**src/hw/msp_pkg.sv**
```systemverilog
// Constants, encodings and register map of the multi-step sequencer
package msp_pkg;

  // Register byte offsets
  localparam logic [11:0] OFS_SETPOINT = 12'h000;
  localparam logic [11:0] OFS_STEP_CFG = 12'h040;
  localparam logic [11:0] OFS_CTRL     = 12'h080;
  localparam logic [11:0] OFS_STATUS   = 12'h084;
  localparam logic [11:0] OFS_RESUME   = 12'h088;

  // Control register field positions
  localparam int CTRL_END_LSB  = 0;
  localparam int CTRL_PWR_MEM  = 4;
  localparam int CTRL_STOP_MEM = 5;
  localparam int CTRL_UNIT     = 8;
  localparam int CTRL_SRC_LSB  = 12;
  localparam int CTRL_APP_LSB  = 16;
  localparam int CTRL_SEQ_EN   = 20;
  // Step config and status field positions
  localparam int CFG_ACC_LSB   = 16;
  localparam int STAT_RUN      = 4;
  localparam int STAT_HOLD     = 5;
  localparam int STAT_SAVED    = 6;
  localparam int WORD_HI_LSB   = 16;

  // Values after reset
  localparam logic [15:0] SETPOINT_RST = 16'h0000;
  localparam logic [15:0] DURATION_RST = 16'h0000;
  localparam logic [1:0]  ACC_SEL_RST  = 2'h0;
  localparam logic [1:0]  END_MODE_RST = 2'h0;
  localparam logic [1:0]  RETAIN_RST   = 2'h0;
  localparam logic        UNIT_RST     = 1'b0;
  localparam logic [2:0]  SRC_RST      = 3'h0;

  // Relative full scale: 100.0 % in tenths
  localparam logic [15:0] REL_LIMIT    = 16'h03E8;
  localparam logic [3:0]  LAST_STEP    = 4'hF;

  // End-of-pass behaviours
  localparam logic [1:0] END_STOP  = 2'h0;
  localparam logic [1:0] END_HOLD  = 2'h1;
  localparam logic [1:0] END_CYCLE = 2'h2;
  // Use of the step value
  localparam logic [1:0] APP_FREQ  = 2'h0;
  localparam logic [1:0] APP_VOLT  = 2'h1;
  localparam logic [1:0] APP_PID   = 2'h2;
  // Step zero sources
  localparam logic [2:0] SRC_TABLE  = 3'h0;
  localparam logic [2:0] SRC_AI_ONE = 3'h1;
  localparam logic [2:0] SRC_AI_TWO = 3'h2;
  localparam logic [2:0] SRC_POT    = 3'h3;
  localparam logic [2:0] SRC_PULSE  = 3'h4;
  localparam logic [2:0] SRC_PID    = 3'h5;
  localparam logic [2:0] SRC_PRESET = 3'h6;

  // Time base: one tick is a tenth of the selected unit
  localparam longint CLK_HZ        = 64'h0EE6_B280;
  localparam longint MS_PER_S      = 64'h3E8;
  localparam longint TENTH_SEC_MS  = 64'h64;
  localparam longint TENTH_HOUR_MS = 64'h5_7E40;
  localparam longint TICK_SEC_CYC  = TENTH_SEC_MS * CLK_HZ / MS_PER_S;
  localparam longint TICK_HOUR_CYC = TENTH_HOUR_MS * CLK_HZ / MS_PER_S;

  typedef enum logic [1:0] {SEQ_IDLE, SEQ_RUN, SEQ_HOLD} msp_seq_t;

endpackage

```
**src/hw/msp_sequencer.sv**
```systemverilog
// Sixteen-step setpoint table and timed sequencer with APB registers
`timescale 1ns/1ps
module msp_sequencer #(
  parameter logic [39:0] TICK_SEC_CYC  = 40'(msp_pkg::TICK_SEC_CYC),
  parameter logic [39:0] TICK_HOUR_CYC = 40'(msp_pkg::TICK_HOUR_CYC)
) (
  // Clock and reset
  input  wire logic        sys_clk,
  input  wire logic        resetn,
  // APB slave
  input  wire logic        psel,
  input  wire logic        penable,
  input  wire logic        pwrite,
  input  wire logic [11:0] paddr,
  input  wire logic [31:0] pwdata,
  output logic      [31:0] prdata,
  output logic             pready,
  output logic             pslverr,
  // Drive commands and step selection
  input  wire logic        run_cmd,
  input  wire logic        stop_cmd,
  input  wire logic [3:0]  step_select,
  // Alternative step zero sources, signed tenths of a percent
  input  wire logic [15:0] analog_input_one,
  input  wire logic [15:0] analog_input_two,
  input  wire logic [15:0] panel_pot_value,
  input  wire logic [15:0] pulse_input_value,
  input  wire logic [15:0] pid_output_value,
  input  wire logic [15:0] digital_preset_frequency,
  // Scaling references
  input  wire logic [15:0] maximum_frequency_limit,
  input  wire logic [15:0] motor_rated_voltage,
  // Setpoint outputs
  output logic      [15:0] setpoint_out,
  output logic             reverse_out,
  output logic      [1:0]  ramp_set_out,
  output logic      [3:0]  active_step_out,
  output logic             drive_run_out,
  output logic             pass_done_out
);

  typedef struct packed {
    logic [15:0][15:0]  sp;
    logic [15:0][15:0]  dur;
    logic [15:0][1:0]   acc;
    logic [1:0]         end_mode;
    logic               pwr_mem;
    logic               stop_mem;
    logic               unit;
    logic [2:0]         src;
    logic [1:0]         app;
    logic               seq_en;
    msp_pkg::msp_seq_t  fsm;
    logic [3:0]         step;
    logic [15:0]        elapsed;
    logic [39:0]        tick_cnt;
    logic [3:0]         saved_step;
    logic [15:0]        saved_elapsed;
    logic               saved_valid;
    logic               pready;
    logic               pslverr;
    logic [31:0]        prdata;
    logic [15:0]        setpoint;
    logic               reverse;
    logic [1:0]         acc_out;
    logic [3:0]         step_out;
    logic               run;
    logic               pass_done;
  } msp_state_t;

  msp_state_t  st;
  msp_state_t  next_st;
  logic        wr;
  logic [3:0]  active;
  logic [15:0] value;
  logic [39:0] tick_len;
  logic [1:0]  end_eff;
  logic        step_over;

  // Limit a signed relative value to the full-scale span
  function automatic logic [15:0] clamp_rel(input logic [15:0] v);
    if ($signed(v) > $signed(msp_pkg::REL_LIMIT)) begin
      return msp_pkg::REL_LIMIT;
    end else if ($signed(v) < -$signed(msp_pkg::REL_LIMIT)) begin
      return 16'(-msp_pkg::REL_LIMIT);
    end
    return v;
  endfunction

  // Magnitude of a relative value against a reference
  function automatic logic [15:0] scale_rel(input logic [15:0] v, input logic [15:0] r);
    logic [15:0] mag;
    logic [31:0] prod;
    mag  = v[15] ? 16'(-v) : v;
    prod = 32'(mag) * 32'(r);
    return 16'(prod / 32'(msp_pkg::REL_LIMIT));
  endfunction

  // Word-aligned address inside the map
  function automatic logic addr_mapped(input logic [11:0] a);
    return (a[1:0] == 2'h0) && (a <= msp_pkg::OFS_RESUME);
  endfunction

  // Read mux; unmapped words read as zero
  function automatic logic [31:0] read_word(input msp_state_t s, input logic [11:0] a);
    logic [31:0] d;
    d = 32'h0000_0000;
    if (a < msp_pkg::OFS_STEP_CFG) begin
      d[15:0] = s.sp[a[5:2]];
    end else if (a < msp_pkg::OFS_CTRL) begin
      d[15:0] = s.dur[a[5:2]];
      d[msp_pkg::CFG_ACC_LSB +: 2] = s.acc[a[5:2]];
    end else if (a == msp_pkg::OFS_CTRL) begin
      d[msp_pkg::CTRL_END_LSB +: 2] = s.end_mode;
      d[msp_pkg::CTRL_PWR_MEM]      = s.pwr_mem;
      d[msp_pkg::CTRL_STOP_MEM]     = s.stop_mem;
      d[msp_pkg::CTRL_UNIT]         = s.unit;
      d[msp_pkg::CTRL_SRC_LSB +: 3] = s.src;
      d[msp_pkg::CTRL_APP_LSB +: 2] = s.app;
      d[msp_pkg::CTRL_SEQ_EN]       = s.seq_en;
    end else if (a == msp_pkg::OFS_STATUS) begin
      d[3:0]                 = s.step;
      d[msp_pkg::STAT_RUN]   = (s.fsm != msp_pkg::SEQ_IDLE);
      d[msp_pkg::STAT_HOLD]  = (s.fsm == msp_pkg::SEQ_HOLD);
      d[msp_pkg::STAT_SAVED] = s.saved_valid;
      d[msp_pkg::WORD_HI_LSB +: 16] = s.elapsed;
    end else if (a == msp_pkg::OFS_RESUME) begin
      d[3:0] = s.saved_step;
      d[msp_pkg::WORD_HI_LSB +: 16] = s.saved_elapsed;
    end
    return d;
  endfunction

  // Write strobe lands on the completing edge only
  assign wr = psel && penable && pwrite && st.pready;

  // Next-state logic: bus, sequencer, output stage
  always_comb begin
    next_st   = st;
    active    = 4'h0;
    value     = 16'h0000;
    end_eff   = msp_pkg::END_CYCLE;
    step_over = 1'b0;
    next_st.pass_done = 1'b0;

    // One wait state; read data and error prepared for the completing edge
    next_st.pready = psel && penable && !st.pready;
    if (psel && penable && !st.pready) begin
      next_st.prdata  = pwrite ? 32'h0000_0000 : read_word(st, paddr);
      next_st.pslverr = !addr_mapped(paddr);
    end

    if (wr && addr_mapped(paddr)) begin
      if (paddr < msp_pkg::OFS_STEP_CFG) begin
        next_st.sp[paddr[5:2]] = clamp_rel(pwdata[15:0]);
      end else if (paddr < msp_pkg::OFS_CTRL) begin
        next_st.dur[paddr[5:2]] = pwdata[15:0];
        next_st.acc[paddr[5:2]] = pwdata[msp_pkg::CFG_ACC_LSB +: 2];
      end else if (paddr == msp_pkg::OFS_CTRL) begin
        next_st.end_mode = pwdata[msp_pkg::CTRL_END_LSB +: 2];
        next_st.pwr_mem  = pwdata[msp_pkg::CTRL_PWR_MEM];
        next_st.stop_mem = pwdata[msp_pkg::CTRL_STOP_MEM];
        next_st.unit     = pwdata[msp_pkg::CTRL_UNIT];
        next_st.src      = pwdata[msp_pkg::CTRL_SRC_LSB +: 3];
        next_st.app      = pwdata[msp_pkg::CTRL_APP_LSB +: 2];
        next_st.seq_en   = pwdata[msp_pkg::CTRL_SEQ_EN];
      end else if (paddr == msp_pkg::OFS_RESUME && st.pwr_mem) begin
        // Stage restored from non-volatile store after power-up
        next_st.saved_step    = pwdata[3:0];
        next_st.saved_elapsed = pwdata[msp_pkg::WORD_HI_LSB +: 16];
        next_st.saved_valid   = 1'b1;
      end
    end

    // Tick length follows the unit; hours need a 37-bit count
    tick_len = st.unit ? TICK_HOUR_CYC : TICK_SEC_CYC;
    // End-of-pass behaviour; voltage and PID use simply cycle
    end_eff  = (st.app == msp_pkg::APP_FREQ) ? st.end_mode : msp_pkg::END_CYCLE;

    unique case (st.fsm)
      msp_pkg::SEQ_IDLE: begin
        if (run_cmd && !stop_cmd) begin
          next_st.fsm         = msp_pkg::SEQ_RUN;
          next_st.step        = st.saved_valid ? st.saved_step : 4'h0;
          next_st.elapsed     = st.saved_valid ? st.saved_elapsed : 16'h0000;
          // A record restored in this very cycle is kept for the next run
          if (!(wr && paddr == msp_pkg::OFS_RESUME && st.pwr_mem)) begin
            next_st.saved_valid = 1'b0;
          end
          next_st.tick_cnt    = 40'h00_0000_0000;
        end
      end
      msp_pkg::SEQ_RUN: begin
        if (stop_cmd) begin
          next_st.fsm           = msp_pkg::SEQ_IDLE;
          next_st.saved_step    = st.step;
          next_st.saved_elapsed = st.elapsed;
          next_st.saved_valid   = st.stop_mem;
        end else if (st.seq_en) begin
          // Tenth-unit time base, running only in this state
          if (st.tick_cnt >= tick_len - 40'h00_0000_0001) begin
            next_st.tick_cnt = 40'h00_0000_0000;
            next_st.elapsed  = st.elapsed + 16'h0001;
            step_over = (st.elapsed + 16'h0001 >= st.dur[st.step]);
          end else begin
            next_st.tick_cnt = st.tick_cnt + 40'h00_0000_0001;
          end
          // Zero duration passes the step on at once
          if (st.dur[st.step] == 16'h0000) begin
            step_over = 1'b1;
          end
          if (step_over) begin
            next_st.elapsed  = 16'h0000;
            next_st.tick_cnt = 40'h00_0000_0000;
            if (st.step != msp_pkg::LAST_STEP) begin
              next_st.step = st.step + 4'h1;
            end else begin
              next_st.pass_done = 1'b1;
              case (end_eff)
                msp_pkg::END_HOLD: begin
                  next_st.fsm = msp_pkg::SEQ_HOLD;
                end
                msp_pkg::END_CYCLE: begin
                  next_st.step = 4'h0;
                end
                default: begin
                  // Code 3 is not defined; it stops like code 0
                  next_st.fsm  = msp_pkg::SEQ_IDLE;
                  next_st.step = 4'h0;
                end
              endcase
            end
          end
        end
      end
      msp_pkg::SEQ_HOLD: begin
        // Last step keeps frequency and direction until a stop
        if (stop_cmd) begin
          next_st.fsm           = msp_pkg::SEQ_IDLE;
          next_st.saved_step    = st.step;
          next_st.saved_elapsed = st.elapsed;
          next_st.saved_valid   = st.stop_mem;
        end
      end
      default: begin
        next_st.fsm = msp_pkg::SEQ_IDLE;
      end
    endcase

    // Output stage, from the values that the edge will hold
    active = next_st.seq_en ? next_st.step : step_select;
    value  = next_st.sp[active];
    if (active == 4'h0) begin
      unique case (next_st.src)
        msp_pkg::SRC_AI_ONE: value = clamp_rel(analog_input_one);
        msp_pkg::SRC_AI_TWO: value = clamp_rel(analog_input_two);
        msp_pkg::SRC_POT:    value = clamp_rel(panel_pot_value);
        msp_pkg::SRC_PULSE:  value = clamp_rel(pulse_input_value);
        msp_pkg::SRC_PID:    value = clamp_rel(pid_output_value);
        msp_pkg::SRC_PRESET: value = clamp_rel(digital_preset_frequency);
        default:             value = next_st.sp[0];
      endcase
    end
    unique case (next_st.app)
      msp_pkg::APP_FREQ: next_st.setpoint = scale_rel(value, maximum_frequency_limit);
      msp_pkg::APP_VOLT: next_st.setpoint = scale_rel(value, motor_rated_voltage);
      default:           next_st.setpoint = value;
    endcase
    next_st.reverse  = (next_st.app == msp_pkg::APP_FREQ) && value[15];
    next_st.acc_out  = next_st.acc[active];
    next_st.step_out = active;
    next_st.run      = (next_st.fsm != msp_pkg::SEQ_IDLE);
  end

  // State register; saved stage is lost at reset unless restored
  always_ff @(posedge sys_clk or negedge resetn) begin
    if (!resetn) begin
      st          <= '0;
      st.sp       <= {16{msp_pkg::SETPOINT_RST}};
      st.dur      <= {16{msp_pkg::DURATION_RST}};
      st.acc      <= {16{msp_pkg::ACC_SEL_RST}};
      st.end_mode <= msp_pkg::END_MODE_RST;
      st.pwr_mem  <= msp_pkg::RETAIN_RST[0];
      st.stop_mem <= msp_pkg::RETAIN_RST[1];
      st.unit     <= msp_pkg::UNIT_RST;
      st.src      <= msp_pkg::SRC_RST;
      st.fsm      <= msp_pkg::SEQ_IDLE;
    end else begin
      st <= next_st;
    end
  end

  // Ports straight from the state register
  assign prdata          = st.prdata;
  assign pready          = st.pready;
  assign pslverr         = st.pslverr;
  assign setpoint_out    = st.setpoint;
  assign reverse_out     = st.reverse;
  assign ramp_set_out    = st.acc_out;
  assign active_step_out = st.step_out;
  assign drive_run_out   = st.run;
  assign pass_done_out   = st.pass_done;

  // Every stored step stays in range
  for (genvar g = 0; g < 16; g++) begin : g_range

  end
endmodule

```
**config.mk**
```make
export PLATFORM = sky130hd
export DESIGN_NAME = msp_sequencer
export DESIGN_NICKNAME = d
export VERILOG_FILES = /design/src/hw/msp_pkg.sv /design/src/hw/msp_sequencer.sv
export SDC_FILE = /design/constraint.sdc
export NUM_CORES = 2
export LEC_CHECK = 0
export ABC_CLOCK_PERIOD_IN_PS = 29500
export BUFFER_PORTS_ARGS = -buffer_cell sky130_fd_sc_hd__buf_2
export CORE_ASPECT_RATIO = 1.75
export CORE_MARGIN = 1
export CORE_UTILIZATION = 45
export DETAILED_ROUTE_END_ITERATION = 8
export HOLD_SLACK_MARGIN = 0.03
export PLACE_DENSITY = 0.62
export SLEW_MARGIN = 20
export SYNTH_ARGS = -nofsm -noshare
export SYNTH_HDL_FRONTEND = slang
export SYNTH_SLANG_ARGS = --single-unit
```
**constraint.sdc**
```tcl
create_clock -name sys_clk -period 29.5 [get_ports sys_clk]
set_clock_uncertainty 0.1 [all_clocks]
set_input_delay 0 -clock sys_clk [delete_from_list [all_inputs] [get_ports sys_clk]]
set_output_delay 0 -clock sys_clk [all_outputs]
set_load 0.01 [all_outputs]
```
Word level (Yosys, flattened, before mapping):

Cells that the tools add are included.

* register bits after elaboration: 697
* logic and storage cells: 298
* input bits: 183
* output and inout port bits: 59

* reduce and logical (&&, ||, !) cells: 29
* $lt $le $gt $ge: 23
* eq/ne operators: 19
* bitwise gates (word level): 2
* $add $sub $neg: 5
* mux-type cells: 145
* div/mod/pow operators: 2
* $mul: 2

Operators with widths (count)
* $mux W16: 36
* $mux W555: 1
* $bwmux W256: 2
* $mux W299: 1
* $mux W288: 1
* $bmux W16 S4: 4
* $mux W256: 1
* $mux W62: 3
* $mux W21: 6
* $pmux W60 S2: 1
* $gt A16 B11 Y1 const B: 7
* $lt A16 B11 Y1 const B: 7
* $pmux W16 S6: 1
* $demux W16 S4: 1
* $div A32 B10 Y32 const B: 2
* $mul A16 B16 Y32: 2
* $mux W60: 1
* $mux W1: 46
* $add A40 B1 Y40 const B: 1
* $ge A40 B40 Y1: 1
* $mux W40: 1
* $sub A37 B1 Y38 const B: 1
* $mux W37: 1
* $eq A12 B8 Y1 const B: 3
* other kinds (43): 96

Depth between registers and ports, before layout:

* depth in word-level cells: 23
* gate-level depth with buffers: 132
* mapped depth without buffers: 119

Worst setup path before layout:

OpenSTA, ideal clock, no wires.

* kind: reg-to-reg
* start point: reg st[136] in the netlist's numbering
* end point: reg st (netlist bit setpoint_out[0])
* arrival: 27998 ps
* required time: 29274 ps
* library setup time: 126 ps
* buffers on the path: 14
* period minus slack after synthesis: 28224 ps
* stages on the path, launching flop included: 109
* setup slack: 1276 ps
* path through: dfrtp_1 clkbuf_1 buf_1 buf_1 mux4_2 mux2i_1 mux2_2 ha_1 nor2b_1 o21ai_0 nand2b_1 a21oi_1 nor2b_1 o21ai_0 nand2b_1 a21oi_1 o31ai_1 nand2_1 (+73 left out) mux2i_1 o211a_1 a2bb2oi_2 o31ai_4 mux2i_2 xnor2_2 a211oi_1 a31o_1 o32ai_4 o21a_4 mux2i_2 xnor2_2 a31o_4 a221o_1 a211oi_2 and3_1 o21ai_1 a311o_1

RTL lines
* from (decl): RTL line msp_sequencer.sv:71 `msp_state_t st;`
* from (signal assigned): RTL line msp_sequencer.sv:289 `st <= next_st;`

==> results.yml <==
final_layout:
  final_cell_mix: "nand2_1, dfrtp_1, inv_1, o21ai_0, fa_1"
  final_util: 0.513
  area_growth_pct: 13.2
  final_area_um2: 71900
  final_layout_size_suffix_gt1_frac: 0.234
  layout.nets: 7441
  final_common_cell: "nand2_1"
  nFillCells: 12879
route:
  drc: 0
  antenna_left: 0
  dr_total_vias: 52714
  wirelength_um: 216000
  viasPerCell: 6.19
  first_iter_violations: 3579
  drt_first_pass_iters: 9
  wl_per_cell_um: 25.4
sta:
  max_slew.worst_pin.slew_ps: 1170
  hold_viol_final: 0
  max_slew_margin: 0.211
  period_needed_ps: 28210
  setup_viol_count_final: 0
  fmax_mhz: 35.5
  slew_violations: 0
  finalCritPeriodShare: 0.956
  holdWs_ps: 60.3
  tns_ps: 0
clock_tree:
  cts_sinks: 697
  cts_tree: "done"
  ctsRootBufferMaster: "clkbuf_16"
  worstSkewPairLatency_ps: 670
  clkTransAtPathRegs_ps: 70
  numCtsBuffers: 66
  cts_buffer_depth: 3
  htreeDepth: 3
floorplan:
  die-height_um: 499
  io_pins: 242
  initial_core_util: 0.453
  rows: 182
  core_um2: 140000
  die-area_um2: 143000
  die_width_um: 286
worst_setup_path:
  r2r_end: "setpoint_out[0]$_DFF_PN0_"
  worstPathArrival_ps: 28710
  crit_top_cell: "buf_4"
  slowest_stage: "fa_1"
  path_delay_family: "compound AO/OA/AOI/OAI gates"
  endpoint_kind: "flip-flop"
  reg2reg_setup_slack_ps: 1290
  crit_required_ps: 30000
  critical-path-max-stage-delay_ps: 550
  critPathKind: "flip-flop to flip-flop"
  worstReg2RegStart: "st[80]$_DFFE_PN0P_"
  start_kind: "flip-flop"
  crit_fanout: 11
  r2r_cells: 121
  worst-path-buf-inv: 15
logic_synthesis:
  yosys_most_used_dff: "dfrtp_1"
  ys_seq_area_frac: 0.275
  synth-warning-count: 0
  synth_top_family_by_area: "multiplexers"
  async_flop_share: 1.00
  synth_top_area_share: 0.275
  synth_compound_area_frac: 0.149
  yosys.area_share.simple: 0.142
  avgSynthCellArea_um2: 9.98
  yosysTopAreaCell: "dfrtp_1"
  synth_edf_count: 0
  synth_fa_ha_area_frac: 0.173
  post_synth_xor_area_fraction: 0.0180
  synth_cell_type_count: 146
  synth_mux_area_frac: 0.184
  yosys-top-cells-area: "dfrtp_1, fa_1, mux4_2, mux2_2, ha_1"
  synth_seq_cells: 697
  synth_nets: 7191
  postSynthCellCount: 6367
  netlist_area_um2: 63500
worst_hold_path:
  hold_end: "active_step_out[1]$_DFF_PN0_"
  hp-start: "step_select[1]"
  hold_class: "input port to flip-flop"
  hold_path_depth: 5
placed_design:
  port_buffers: 241
  gp_congestion: 0.956
  detailed_place_hpwl_um: 159000
  place_area_um2: 67400
global_route:
  grt_first_pass_wirelength_um: 330000
  grt_max_degree: 180
  grt-ovfl-total: 0
  gr-usage-all-layers: 0.302
  grt_pass1_vias: 55497
  antenna_found_initial: 15
run_status:
  status: "complete, no violations"
run:
  cap_violations: 0
==> stage by stage <==
stage / instances / setup WS, ps
2_1_floorplan: 6367 / 1280
3_3_place_gp: 8267 / -292
3_5_place_dp: 8267 / -513
4_1_cts: 8450 / 3.84
5_1_grt: 8509 / -94.8
6_report: 8514 / 1290
==> routing by layer <==
layer / global-route usage / part of all wire / routed length, um / vias up
met1: 0.326 / 0.34 / 74400 / 26860
met2: 0.548 / 0.53 / 114000 / 2049
met3: 0.0475 / 0.062 / 13400 / 697
li1: - / - / - / 23096
met5: 0 / 0.00035 / 76 / -
met4: 0.185 / 0.068 / 14700 / 12
==> timing repair <==
item / 4_1_cts / 5_1_grt
buffers inserted: 2 / 52
cloned: 1 / 6
endpoints found under the hold margin: 510 / 0
hold buffers: 61 / 0
pin swaps: 0 / 55
gates resized for setup: 9 / 170
setup endpoints to repair: 2 / 4
==> tightest hold or removal path: cells and delay by family <==
family                 cells  cell delay, ps
buffers and inverters      4             610
muxes                      1             130
==> logic make-up (layout without fill, tap and decap cells) <==
logic type / Yosys count / in the layout
simple gates: 1832 / 1832
fa+ha+maj: 646 / 646
buf+inv: 915 / 1212
compound gates: 1361 / 1364
mux: 793 / 794
flops: 697 / 697
xor+xnor: 123 / 123
other cells: 0 / 6
==> synthesized netlist by cell type, drive strengths merged, types with 13 or more instances <==
library cell and instances:
and2 321, a211oi 54, o31a 24, a221oi 20, ha 253, o211ai 68
o221ai 19, o31ai 32, nor2 281, a221o 16, nand2b 51, a31oi 41
nand2 701, o21a 45, clkbuf 303, a31o 13, a21o 129, a211o 25
and3 69, dfrtp 697, fa 388, a22oi 46, or3 18, nor4 44
o21ai 468, xor2 33, inv 476, o2111ai 16, nand3 123, nand4 36
xnor2 90, mux4 266, mux2i 203, buf 130, o22ai 17, a21oi 184
a22o 15, nor2b 28, mux2 324, nor3 77, or2 38
==> how the worst max path moves through the flow <==
stage | start | end | slack, ps | cells past startpoint
after floorplan | st[136]$_DFF_PN0_ | setpoint_out[0]$_DFF_PN0_ | 1280 | 108
after global placement | st[80]$_DFFE_PN0P_ | setpoint_out[0]$_DFF_PN0_ | -290 | 114
after CTS | st[80]$_DFFE_PN0P_ | setpoint_out[0]$_DFF_PN0_ | 4 | 119
after detailed placement | st[80]$_DFFE_PN0P_ | setpoint_out[0]$_DFF_PN0_ | -510 | 114
after global routing | st[80]$_DFFE_PN0P_ | setpoint_out[0]$_DFF_PN0_ | -90 | 121
final | st[80]$_DFFE_PN0P_ | setpoint_out[0]$_DFF_PN0_ | 1290 | 121
==> layout make-up <==
class | instances | area (um^2) | area share
Multi-Input combinational cell | 4759 | 43400 | 0.604
Sequential cell | 697 | 17400 | 0.243
Timing Repair Buffer | 613 | 4530 | 0.0630
Tap cell | 1840 | 2300 | 0.0320
Clock buffer | 89 | 1900 | 0.0264
Inverter | 480 | 1800 | 0.0251
Clock inverter | 30 | 477 | 0.00663
Antenna cell | 6 | 15.0 | 0.000209
Power is not shown: default switching activity piles up to over one toggle a cycle in this logic, so the estimate is an artifact.
